**src/tcdmx_consts.vh**
```
/*
 * Constants of the two-channel downmixer: register map, control fields,
 * coding layouts, quantized gains and arithmetic widths.
 * Assumes inclusion by bare name from the design file; definitions only.
 */
`ifndef TCDMX_CONSTS_VH
`define TCDMX_CONSTS_VH

// ****************************************************************
// register map (byte addresses, one aligned 32-bit word each)
// ****************************************************************
`define TCDMX_ADDR_W         4
`define TCDMX_ADDR_CTRL      4'h0
`define TCDMX_ADDR_STATUS    4'h4
`define TCDMX_ADDR_COUNT     4'h8
`define TCDMX_DATA_W         32
`define TCDMX_RESP_OKAY      2'h0
`define TCDMX_RESP_SLVERR    2'h2

// ****************************************************************
// control register fields
// ****************************************************************
`define TCDMX_CTRL_MATRIX    0
`define TCDMX_CTRL_MONO      1
`define TCDMX_CTRL_LVL_OVR   2
`define TCDMX_CTRL_CMIX_LO   4
`define TCDMX_CTRL_SMIX_LO   6
`define TCDMX_CTRL_W         8
`define TCDMX_CTRL_RESET     8'h00

// status register fields
`define TCDMX_STAT_LAYOUT_LO 0
`define TCDMX_STAT_CMIX_LO   4
`define TCDMX_STAT_SMIX_LO   6
`define TCDMX_STAT_MONO      8
`define TCDMX_STAT_MATRIX    9
`define TCDMX_STAT_BUSY      10

// ****************************************************************
// coded channel layouts (front/rear)
// ****************************************************************
`define TCDMX_LAYOUT_W       3
`define TCDMX_LAYOUT_20      3'h2
`define TCDMX_LAYOUT_30      3'h3
`define TCDMX_LAYOUT_21      3'h4
`define TCDMX_LAYOUT_31      3'h5
`define TCDMX_LAYOUT_22      3'h6
`define TCDMX_LAYOUT_32      3'h7
`define TCDMX_LAYOUT_RESET   3'h2

// mix-level field codes
`define TCDMX_LVL_W          2
`define TCDMX_LVL_00         2'h0
`define TCDMX_LVL_01         2'h1
`define TCDMX_LVL_10         2'h2
`define TCDMX_LVL_11         2'h3

// ****************************************************************
// 6-bit quantized gains, fractions of 64
// ****************************************************************
`define TCDMX_K_W            6
`define TCDMX_K_FRAC         6
`define TCDMX_K_CONV_1000    6'h1a
`define TCDMX_K_CONV_0707    6'h12
`define TCDMX_K_CONV_0596    6'h0f
`define TCDMX_K_CONV_0500    6'h0d
`define TCDMX_K_CONV_0354    6'h09
`define TCDMX_K_ZERO         6'h00
`define TCDMX_K_MTX_1000     6'h14
`define TCDMX_K_MTX_0707     6'h0e

// ****************************************************************
// datapath widths
// ****************************************************************
`define TCDMX_SMP_W          16
`define TCDMX_ACC_W          26
`define TCDMX_CNT_W          32
`define TCDMX_CNT_ONE        32'h00000001

`endif

```
**src/tcdmx_downmixer.v**
```verilog
/*
 * Two-channel downmixer: turns one sample frame of left, centre, right and
 * surround PCM into a conventional stereo pair, a matrix-surround pair, or
 * a mono sum, with 6-bit worst-case scaled gains. AXI4-Lite registers.
 * Assumes: one clock, synchronous active-low reset, upstream decoder gives
 * layout and header mix-level fields with every frame, samples are signed
 * 16-bit, a single surround arrives on the left-surround input.
 */
// Our own choices: the placing of the registers and register access over AXI4-Lite.
`timescale 1ns/10ps
`default_nettype none
`include "tcdmx_consts.vh"

// Functional notes
// - offers matrix-surround pair and conventional stereo pair, selectable
// - mono output is half the sum of the two conventional stereo channels
// - every applied gain within 0.5 dB of its nominal value
// - 3/2 conventional: front 1.0, centre clev, own surround slev
// - mono from conventional carries centre 2.0 clev, surround slev
// - single surround conventional: 0.7 slev per side, 1.4 slev in mono
// - clev and slev decoded from header mix-level fields, or from control fields when the level override is set
// - reserved level code 11 behaves as code 01
// - conventional drops centre or surround terms when not coded
// - 3/2 matrix: centre 0.707 both, surrounds minus left, plus right
// - single surround matrix: minus 0.707 left, plus 0.707 right
// - matrix drops centre term when no centre is coded
// - gains scaled so full-scale inputs never overflow
// - conventional gains scaled by 0.4143 for every layout
// - matrix gains scaled by 0.3204 for every layout
// - conventional gains 26, 18, 15, 13, 9 sixty-fourths
// - matrix gains 20 and 14 sixty-fourths
// - mono adds a further factor of one half
// - mono always derived from the conventional pair
// - gains summed into one output total at most one
module tcdmx_downmixer (
	input  wire                      clock_i,
	input  wire                      resetn_i,
	// sample stream from the decoder
	input  wire                      in_valid_i,
	output wire                      in_ready_o,
	input  wire [`TCDMX_LAYOUT_W-1:0] in_layout_i,
	input  wire [`TCDMX_LVL_W-1:0]   in_cmix_i,
	input  wire [`TCDMX_LVL_W-1:0]   in_smix_i,
	input  wire [`TCDMX_SMP_W-1:0]   in_left_i,
	input  wire [`TCDMX_SMP_W-1:0]   in_centre_i,
	input  wire [`TCDMX_SMP_W-1:0]   in_right_i,
	input  wire [`TCDMX_SMP_W-1:0]   in_lsur_i,
	input  wire [`TCDMX_SMP_W-1:0]   in_rsur_i,
	// two-channel stream to the output stage
	output wire                      out_valid_o,
	input  wire                      out_ready_i,
	output wire [`TCDMX_SMP_W-1:0]   out_left_o,
	output wire [`TCDMX_SMP_W-1:0]   out_right_o,
	output wire                      out_mono_o,
	// AXI4-Lite slave
	input  wire [`TCDMX_ADDR_W-1:0]  s_axi_awaddr,
	input  wire                      s_axi_awvalid,
	output wire                      s_axi_awready,
	input  wire [`TCDMX_DATA_W-1:0]  s_axi_wdata,
	input  wire [3:0]                s_axi_wstrb,
	input  wire                      s_axi_wvalid,
	output wire                      s_axi_wready,
	output wire [1:0]                s_axi_bresp,
	output wire                      s_axi_bvalid,
	input  wire                      s_axi_bready,
	input  wire [`TCDMX_ADDR_W-1:0]  s_axi_araddr,
	input  wire                      s_axi_arvalid,
	output wire                      s_axi_arready,
	output wire [`TCDMX_DATA_W-1:0]  s_axi_rdata,
	output wire [1:0]                s_axi_rresp,
	output wire                      s_axi_rvalid,
	input  wire                      s_axi_rready
);

	// ****************************************************************
	// gain lookup
	// ****************************************************************

	// centre level, reserved code falls back to the intermediate level
	function [`TCDMX_K_W-1:0] tcdmx_clev_k;
		input [`TCDMX_LVL_W-1:0] code;
		begin
			case (code)
				`TCDMX_LVL_00: tcdmx_clev_k = `TCDMX_K_CONV_0707;
				`TCDMX_LVL_01: tcdmx_clev_k = `TCDMX_K_CONV_0596;
				`TCDMX_LVL_10: tcdmx_clev_k = `TCDMX_K_CONV_0500;
				default:       tcdmx_clev_k = `TCDMX_K_CONV_0596;
			endcase
		end
	endfunction

	// surround level; single flags the 0.7 factor of a lone surround
	function [`TCDMX_K_W-1:0] tcdmx_slev_k;
		input [`TCDMX_LVL_W-1:0] code;
		input                    single;
		begin
			case (code)
				`TCDMX_LVL_00: tcdmx_slev_k = single ? `TCDMX_K_CONV_0500 : `TCDMX_K_CONV_0707;
				`TCDMX_LVL_10: tcdmx_slev_k = `TCDMX_K_ZERO;
				default:       tcdmx_slev_k = single ? `TCDMX_K_CONV_0354 : `TCDMX_K_CONV_0500;
			endcase
		end
	endfunction

	// signed sample times unsigned gain, widened to the accumulator
	function signed [`TCDMX_ACC_W-1:0] tcdmx_mul;
		input [`TCDMX_SMP_W-1:0] smp;
		input [`TCDMX_K_W-1:0]   k;
		begin
			tcdmx_mul = $signed(smp) * $signed({1'b0, k});
		end
	endfunction

	// ****************************************************************
	// registers
	// ****************************************************************
	reg  [`TCDMX_CTRL_W-1:0]   ctrl_q;
	reg  [`TCDMX_LAYOUT_W-1:0] last_layout_q;
	reg  [`TCDMX_LVL_W-1:0]    last_cmix_q;
	reg  [`TCDMX_LVL_W-1:0]    last_smix_q;
	reg  [`TCDMX_CNT_W-1:0]    frame_cnt_q;
	reg                        out_valid_q;
	reg  [`TCDMX_SMP_W-1:0]    out_left_q;
	reg  [`TCDMX_SMP_W-1:0]    out_right_q;
	reg                        out_mono_q;

	reg                        aw_held_q;
	reg  [`TCDMX_ADDR_W-1:0]   aw_addr_q;
	reg                        w_held_q;
	reg  [`TCDMX_DATA_W-1:0]   w_data_q;
	reg  [3:0]                 w_strb_q;
	reg                        bvalid_q;
	reg  [1:0]                 bresp_q;
	reg                        rvalid_q;
	reg  [`TCDMX_DATA_W-1:0]   rdata_q;
	reg  [1:0]                 rresp_q;

	// ****************************************************************
	// layout and level decode
	// ****************************************************************
	wire [`TCDMX_LVL_W-1:0] cmix_code;
	wire [`TCDMX_LVL_W-1:0] smix_code;
	wire                    has_centre;
	wire                    has_two_sur;
	wire                    has_one_sur;
	wire                    matrix_sel;
	wire                    mono_sel;

	// software may pin the levels, otherwise header fields rule
	assign cmix_code = ctrl_q[`TCDMX_CTRL_LVL_OVR] ?
		ctrl_q[`TCDMX_CTRL_CMIX_LO +: `TCDMX_LVL_W] : in_cmix_i;
	assign smix_code = ctrl_q[`TCDMX_CTRL_LVL_OVR] ?
		ctrl_q[`TCDMX_CTRL_SMIX_LO +: `TCDMX_LVL_W] : in_smix_i;

	// layouts below 2/0 carry no stereo pair; they are mixed as 2/0
	assign has_centre  = (in_layout_i == `TCDMX_LAYOUT_30) ||
	                     (in_layout_i == `TCDMX_LAYOUT_31) ||
	                     (in_layout_i == `TCDMX_LAYOUT_32);
	assign has_two_sur = (in_layout_i == `TCDMX_LAYOUT_22) ||
	                     (in_layout_i == `TCDMX_LAYOUT_32);
	assign has_one_sur = (in_layout_i == `TCDMX_LAYOUT_21) ||
	                     (in_layout_i == `TCDMX_LAYOUT_31);

	assign matrix_sel = ctrl_q[`TCDMX_CTRL_MATRIX];
	assign mono_sel   = ctrl_q[`TCDMX_CTRL_MONO];

	// ****************************************************************
	// conventional pair
	// ****************************************************************
	wire [`TCDMX_K_W-1:0]      k_conv_c;
	wire [`TCDMX_K_W-1:0]      k_conv_s;
	wire signed [`TCDMX_ACC_W-1:0] conv_l_acc;
	wire signed [`TCDMX_ACC_W-1:0] conv_r_acc;
	wire signed [`TCDMX_ACC_W-1:0] conv_sum;

	// gains are already the worst-case scaled ones, 0.4143 for all layouts
	assign k_conv_c = has_centre ? tcdmx_clev_k(cmix_code) : `TCDMX_K_ZERO;
	assign k_conv_s = (has_one_sur || has_two_sur) ?
		tcdmx_slev_k(smix_code, has_one_sur) : `TCDMX_K_ZERO;

	// a lone surround enters both sides; 26+18+18 stays below 64
	assign conv_l_acc = tcdmx_mul(in_left_i, `TCDMX_K_CONV_1000) +
	                    tcdmx_mul(in_centre_i, k_conv_c) +
	                    tcdmx_mul(in_lsur_i, k_conv_s);
	assign conv_r_acc = tcdmx_mul(in_right_i, `TCDMX_K_CONV_1000) +
	                    tcdmx_mul(in_centre_i, k_conv_c) +
	                    tcdmx_mul(has_one_sur ? in_lsur_i : in_rsur_i, k_conv_s);

	// mono sums the conventional pair and halves it
	assign conv_sum = conv_l_acc + conv_r_acc;

	// ****************************************************************
	// matrix-surround pair
	// ****************************************************************
	wire [`TCDMX_K_W-1:0]          k_mtx_c;
	wire signed [`TCDMX_ACC_W-1:0] mtx_sur;
	wire signed [`TCDMX_ACC_W-1:0] mtx_l_acc;
	wire signed [`TCDMX_ACC_W-1:0] mtx_r_acc;

	assign k_mtx_c = has_centre ? `TCDMX_K_MTX_0707 : `TCDMX_K_ZERO;

	// surround content, negated on the left and added on the right
	assign mtx_sur = has_two_sur ?
		tcdmx_mul(in_lsur_i, `TCDMX_K_MTX_0707) + tcdmx_mul(in_rsur_i, `TCDMX_K_MTX_0707) :
		(has_one_sur ? tcdmx_mul(in_lsur_i, `TCDMX_K_MTX_0707) :
		{`TCDMX_ACC_W{1'b0}});

	// 20+14+14+14 = 62, full scale cannot wrap
	assign mtx_l_acc = tcdmx_mul(in_left_i, `TCDMX_K_MTX_1000) +
	                   tcdmx_mul(in_centre_i, k_mtx_c) - mtx_sur;
	assign mtx_r_acc = tcdmx_mul(in_right_i, `TCDMX_K_MTX_1000) +
	                   tcdmx_mul(in_centre_i, k_mtx_c) + mtx_sur;

	// ****************************************************************
	// output selection
	// ****************************************************************
	wire signed [`TCDMX_ACC_W-1:0] sel_l_acc;
	wire signed [`TCDMX_ACC_W-1:0] sel_r_acc;
	wire signed [`TCDMX_ACC_W-1:0] mono_shift;
	wire [`TCDMX_SMP_W-1:0]        left_d;
	wire [`TCDMX_SMP_W-1:0]        right_d;
	wire [`TCDMX_SMP_W-1:0]        mono_d;

	assign sel_l_acc = matrix_sel ? mtx_l_acc : conv_l_acc;
	assign sel_r_acc = matrix_sel ? mtx_r_acc : conv_r_acc;

	// one extra bit of shift is the mono factor of one half
	assign mono_shift = conv_sum >>> (`TCDMX_K_FRAC + 1);
	assign mono_d     = mono_shift[`TCDMX_SMP_W-1:0];

	// truncation toward minus infinity costs under one lsb
	assign left_d  = mono_sel ? mono_d : sel_l_acc[`TCDMX_K_FRAC +: `TCDMX_SMP_W];
	assign right_d = mono_sel ? mono_d : sel_r_acc[`TCDMX_K_FRAC +: `TCDMX_SMP_W];

	// ****************************************************************
	// sample stream handshake
	// ****************************************************************
	wire in_fire;

	// one output stage; a stalled output holds the decoder off
	assign in_ready_o = !out_valid_q || out_ready_i;
	assign in_fire    = in_valid_i && in_ready_o;

	always @(posedge clock_i) begin
		if (!resetn_i) begin
			out_valid_q   <= 1'b0;
			out_left_q    <= {`TCDMX_SMP_W{1'b0}};
			out_right_q   <= {`TCDMX_SMP_W{1'b0}};
			out_mono_q    <= 1'b0;
			last_layout_q <= `TCDMX_LAYOUT_RESET;
			last_cmix_q   <= `TCDMX_LVL_00;
			last_smix_q   <= `TCDMX_LVL_00;
			frame_cnt_q   <= {`TCDMX_CNT_W{1'b0}};
		end else begin
			if (in_fire) begin
				out_valid_q   <= 1'b1;
				out_left_q    <= left_d;
				out_right_q   <= right_d;
				out_mono_q    <= mono_sel;
				last_layout_q <= in_layout_i;
				last_cmix_q   <= cmix_code;
				last_smix_q   <= smix_code;
				frame_cnt_q   <= frame_cnt_q + `TCDMX_CNT_ONE;
			end else if (out_ready_i) begin
				out_valid_q <= 1'b0;
			end
		end
	end

	assign out_valid_o = out_valid_q;
	assign out_left_o  = out_left_q;
	assign out_right_o = out_right_q;
	assign out_mono_o  = out_mono_q;

	// ****************************************************************
	// AXI4-Lite write channel
	// ****************************************************************
	wire aw_fire;
	wire w_fire;
	wire wr_go;
	wire wr_hit;

	// address and data may arrive in either order and are held apart
	assign s_axi_awready = !aw_held_q && !bvalid_q;
	assign s_axi_wready  = !w_held_q && !bvalid_q;
	assign aw_fire       = s_axi_awvalid && s_axi_awready;
	assign w_fire        = s_axi_wvalid && s_axi_wready;
	assign wr_go         = aw_held_q && w_held_q && !bvalid_q;
	assign wr_hit        = (aw_addr_q == `TCDMX_ADDR_CTRL);

	always @(posedge clock_i) begin
		if (!resetn_i) begin
			aw_held_q <= 1'b0;
			aw_addr_q <= {`TCDMX_ADDR_W{1'b0}};
			w_held_q  <= 1'b0;
			w_data_q  <= {`TCDMX_DATA_W{1'b0}};
			w_strb_q  <= 4'h0;
			bvalid_q  <= 1'b0;
			bresp_q   <= `TCDMX_RESP_OKAY;
			ctrl_q    <= `TCDMX_CTRL_RESET;
		end else begin
			if (aw_fire) begin
				aw_held_q <= 1'b1;
				aw_addr_q <= {s_axi_awaddr[`TCDMX_ADDR_W-1:2], 2'h0};
			end
			if (w_fire) begin
				w_held_q <= 1'b1;
				w_data_q <= s_axi_wdata;
				w_strb_q <= s_axi_wstrb;
			end
			if (wr_go) begin
				aw_held_q <= 1'b0;
				w_held_q  <= 1'b0;
				bvalid_q  <= 1'b1;
				bresp_q   <= wr_hit ? `TCDMX_RESP_OKAY : `TCDMX_RESP_SLVERR;
				// mode changes take effect on the next accepted frame
				if (wr_hit && w_strb_q[0]) begin
					ctrl_q <= w_data_q[`TCDMX_CTRL_W-1:0];
				end
			end else if (bvalid_q && s_axi_bready) begin
				bvalid_q <= 1'b0;
			end
		end
	end

	assign s_axi_bvalid = bvalid_q;
	assign s_axi_bresp  = bresp_q;

	// ****************************************************************
	// AXI4-Lite read channel
	// ****************************************************************
	reg  [`TCDMX_DATA_W-1:0] rd_word;
	reg  [1:0]               rd_resp;
	wire [`TCDMX_ADDR_W-1:0] rd_addr;

	assign rd_addr       = {s_axi_araddr[`TCDMX_ADDR_W-1:2], 2'h0};
	assign s_axi_arready = !rvalid_q;

	always @* begin
		rd_word = {`TCDMX_DATA_W{1'b0}};
		rd_resp = `TCDMX_RESP_OKAY;
		case (rd_addr)
			`TCDMX_ADDR_CTRL: begin
				rd_word[`TCDMX_CTRL_W-1:0] = ctrl_q;
			end
			`TCDMX_ADDR_STATUS: begin
				rd_word[`TCDMX_STAT_LAYOUT_LO +: `TCDMX_LAYOUT_W] = last_layout_q;
				rd_word[`TCDMX_STAT_CMIX_LO +: `TCDMX_LVL_W]      = last_cmix_q;
				rd_word[`TCDMX_STAT_SMIX_LO +: `TCDMX_LVL_W]      = last_smix_q;
				rd_word[`TCDMX_STAT_MONO]                         = out_mono_q;
				rd_word[`TCDMX_STAT_MATRIX]                       = matrix_sel;
				rd_word[`TCDMX_STAT_BUSY]                         = out_valid_q;
			end
			`TCDMX_ADDR_COUNT: begin
				rd_word = frame_cnt_q;
			end
			default: begin
				rd_resp = `TCDMX_RESP_SLVERR;
			end
		endcase
	end

	always @(posedge clock_i) begin
		if (!resetn_i) begin
			rvalid_q <= 1'b0;
			rdata_q  <= {`TCDMX_DATA_W{1'b0}};
			rresp_q  <= `TCDMX_RESP_OKAY;
		end else begin
			if (s_axi_arvalid && s_axi_arready) begin
				rvalid_q <= 1'b1;
				rdata_q  <= rd_word;
				rresp_q  <= rd_resp;
			end else if (rvalid_q && s_axi_rready) begin
				rvalid_q <= 1'b0;
			end
		end
	end

	assign s_axi_rvalid = rvalid_q;
	assign s_axi_rdata  = rdata_q;
	assign s_axi_rresp  = rresp_q;

endmodule // tcdmx_downmixer

`default_nettype wire

```
**config.mk**
```make
export PLATFORM = sky130hd
export DESIGN_NAME = tcdmx_downmixer
export DESIGN_NICKNAME = d
export VERILOG_FILES = /design/src/tcdmx_downmixer.v
export VERILOG_INCLUDE_DIRS = /design/src /design/src/src
export SDC_FILE = /design/constraint.sdc
export NUM_CORES = 2
export LEC_CHECK = 0
export BUFFER_PORTS_ARGS = -buffer_cell sky130_fd_sc_hd__buf_2
export CAP_MARGIN = 20
export CORE_MARGIN = 5
export CORE_UTILIZATION = 50
export CTS_CLUSTER_SIZE = 8
export DETAILED_ROUTE_END_ITERATION = 8
export PLACE_DENSITY = 0.76
export SLEW_MARGIN = 20
export SYNTH_ARGS = -nofsm -noshare
export SYNTH_HDL_FRONTEND = slang
export SYNTH_SLANG_ARGS = --single-unit
```
**constraint.sdc**
```tcl
create_clock -name clock_i -period 32.8 [get_ports clock_i]
set_clock_uncertainty 0.15 [all_clocks]
set_input_delay 1.64 -clock clock_i [delete_from_list [all_inputs] [get_ports clock_i]]
set_output_delay 1.64 -clock clock_i [all_outputs]
set_load 0.01 [all_outputs]
```
==> impl_metrics.yaml <==
clock_network:
  cts_buffers: 17
  clkLatencyLatePin_ns: 0.44
  post_cts_resized: 0
  cts_tree: "done"
  postCtsSetupRepairBufs: 0
  htree_levels: 4
  cts_sinks: 130
  cts-root-buf: "clkbuf_16"
  clock_path_buffers: 2
  cts_hold_buf: 0
  cts.clk_slew.worst_paths_ns: 0.07
worst_setup_path:
  path_buf_inv: 8
  endpoint_kind: "flip-flop"
  cp_common_cell: "fa_1"
  critical_path_class: "primary input to flip-flop"
  cp.required_ns: 33.00
  cp_slowest_cell: "o41ai_1"
  arrival_ns: 14.02
  cp-start-kind: "primary input"
  crit_family: "adder cells"
  path_max_fanout: 27
  max_stage_delay_ns: 0.88
synthesis:
  netlist_area_um2: 29900
  synth-warning-count: 0
  seq_area_frac_synth: 0.0871
  yosys.area.top_type: "fa_1"
  ys_async_sr_fraction: 0
  synth.ff_latch_count: 130
  synth_cell_type_count: 90
  netlist_instances: 3641
  syn_area_per_cell_um2: 8.20
  synth.top_cell.area_share: 0.231
  synth_edf_count: 0
  synthFlopType: "dfxtp_1"
  synthTopCellsByArea: "fa_1 23%, ha_1 21%, inv_1 11%, dfxtp_1 8.7%, xnor2_1 5.4%"
die:
  die_y_um: 254
  core-area_um2: 59100
  die_x_um: 254
  die_area_um2: 64700
  rows: 89
  start_util: 0.505
  ioPinCount: 216
final_layout:
  syn_to_final_growth_pct: 7.93
  finish.utilization: 0.545
  final_nets: 4759
  multi_input_area_um2: 23800
  drive_gt1_frac: 0.0716
  fillers: 5437
  seq_area_um2: 2600
drt:
  drt-pass1-iter-count: 8
  avgViaCountPerCell: 5.27
  num_vias: 24100
  wirelength_um: 75400
  antenna_violating_nets_post_route: 0
  drt_iter0_drc: 1454
  met1_length_um: 31200
  drc: 0
  dr_wl_met3_um: 3580
  wl_met2_um: 35100
  wl_per_cell_um: 16.5
  topRoutingLayerUsed: "met4"
grt:
  grt_usage: 0.233
  grt_max_degree: 73
  grt_antenna_before_repair: 5
  grt_first_pass_wirelength_um: 121000
  grt-ovfl-total: 0
  grt_pass1_vias: 23700
place:
  routabilityCongestion: 0.924
  hpwl_um: 65200
  port-buffer-count: 182
sta:
  hold_viol: 0
  slew_viol_final: 0
  period_share: 0.421
  rsz0062_at_grt: "no"
  period_minus_slack_ns: 13.82
  setup-violations-final: 0
  max_slew.worst_pin.slew_ns: 1.09
  relSlewSlack: 0.267
  fmax_mhz: 72.4
  setup_tns_ns: 0
hold_path:
  hp-class: "flip-flop to flip-flop"
job:
  max_cap_viol_count: 0
run_status:
  status: "completed"
-- worst register-to-register path: cells and delay by family (launching register included) --
family | cells | cell delay (ns)
AOI/OAI and AO/OA | 18 | 4.17
xor gates and xnor gates | 3 | 0.94
adders and majority gates | 11 | 4.89
buffers and inverters | 6 | 0.31
DFF | 1 | 0.67
and+or+nand+nor | 5 | 1.01
-- final timing paths --
kind                  start         endpoint  slack, ns  depth (start not counted)
max          in_layout_i[2]  out_right_o[15]      18.98                         45
max reg2reg       ctrl_q[2]  out_right_o[15]      20.60                         43
min          out_right_o[8]   out_right_o[8]       0.30                          2
min reg2reg  out_right_o[8]   out_right_o[8]       0.30                          2
-- area by class of cell --
class | instances | area share
multi-input combinational | 2578 | 0.737
clock inverter | 14 | 0.00633
tap | 773 | 0.0300
antenna | 5 | 0.000388
timing repair buffer | 200 | 0.0325
sequential | 130 | 0.0807
clock buffer | 18 | 0.0133
inverter | 858 | 0.0999
-- synthesized netlist by cell type (41+ instances only) --
cell type  number
nand2_1       233
nand3_1        70
nor2b_1        51
a21o_1         46
dfxtp_1       130
nand2b_1       45
inv_1         854
xor2_1         56
a21oi_1       162
fa_1          344
o21ai_1        68
clkbuf_1       64
nor2_1        240
ha_1          490
o21ai_0        56
and2_1         55
nor3_1         60
a21boi_0       41
xnor2_1       185
-- cells by family (layout without fill, tap and decap cells) --
family	count (synthesis)	count (layout)	synth area share
fa+ha+maj	834	834	0.436
compound gates	616	616	0.139
buf+inv	934	1090	0.118
flops	130	130	0.0871
mux	41	41	0.0146
xor+xnor	244	244	0.0727
simple gates	841	841	0.133
other cells	1	7	0.000126
-- per-layer routing --
metal	global-route usage	up-vias
li1	-	12000
met3	0.0313	160
met4	0.139	0
met5	0	-
met2	0.389	565
met1	0.289	11400
-- stage by stage --
step | hold WS (ns) | setup slack, ns | instances | area, um^2
finish | 0.302 | 18.98 | 4576 | 32200
global route | 0.320 | 18.49 | 4575 | 32200
CTS | 0.306 | 19.25 | 4571 | 32200
detailed placement | 0.292 | 18.86 | 4539 | 31600
global placement | 0.292 | 19.04 | 4539 | 31600
floorplan | 0.293 | 21.06 | 3642 | 29900
-- sequential cells by signal, summed over array words and instances, names as in the netlist, 2 cells and up --
name / cells
aw_addr_q: 2
ctrl_q: 8
frame_cnt_q: 32
last_cmix_q: 2
last_layout_q: 3
last_smix_q: 2
out_left_o: 16
out_right_o: 16
s_axi_rdata: 32
w_data_q: 8
-- layout by cell type, fill, tap and decap left out, types with 15 or more instances in the layout --
master     Yosys  final
inv_1        854    854
ha_1         490    490
fa_1         344    344
nor2_1       240    240
nand2_1      233    233
xnor2_1      185    185
buf_2          4    181
a21oi_1      162    162
dfxtp_1      130    130
nand3_1       70     70
o21ai_1       68     68
nor3_1        60     60
o21ai_0       56     56
xor2_1        56     56
and2_1        55     54
nor2b_1       51     50
a21o_1        46     46
nand2b_1      45     45
a21boi_0      41     41
o21a_1        31     31
mux2i_1       31     31
a21boi_1      25     25
o21bai_1      23     23
o211a_1       23     23
or3_1         19     19
and3_1        19     19
buf_4          3     19
clkbuf_16      0     17
o211ai_1      15     15
Power is not shown: default switching activity piles up to over one toggle a cycle in this logic, so the estimate is an artifact.
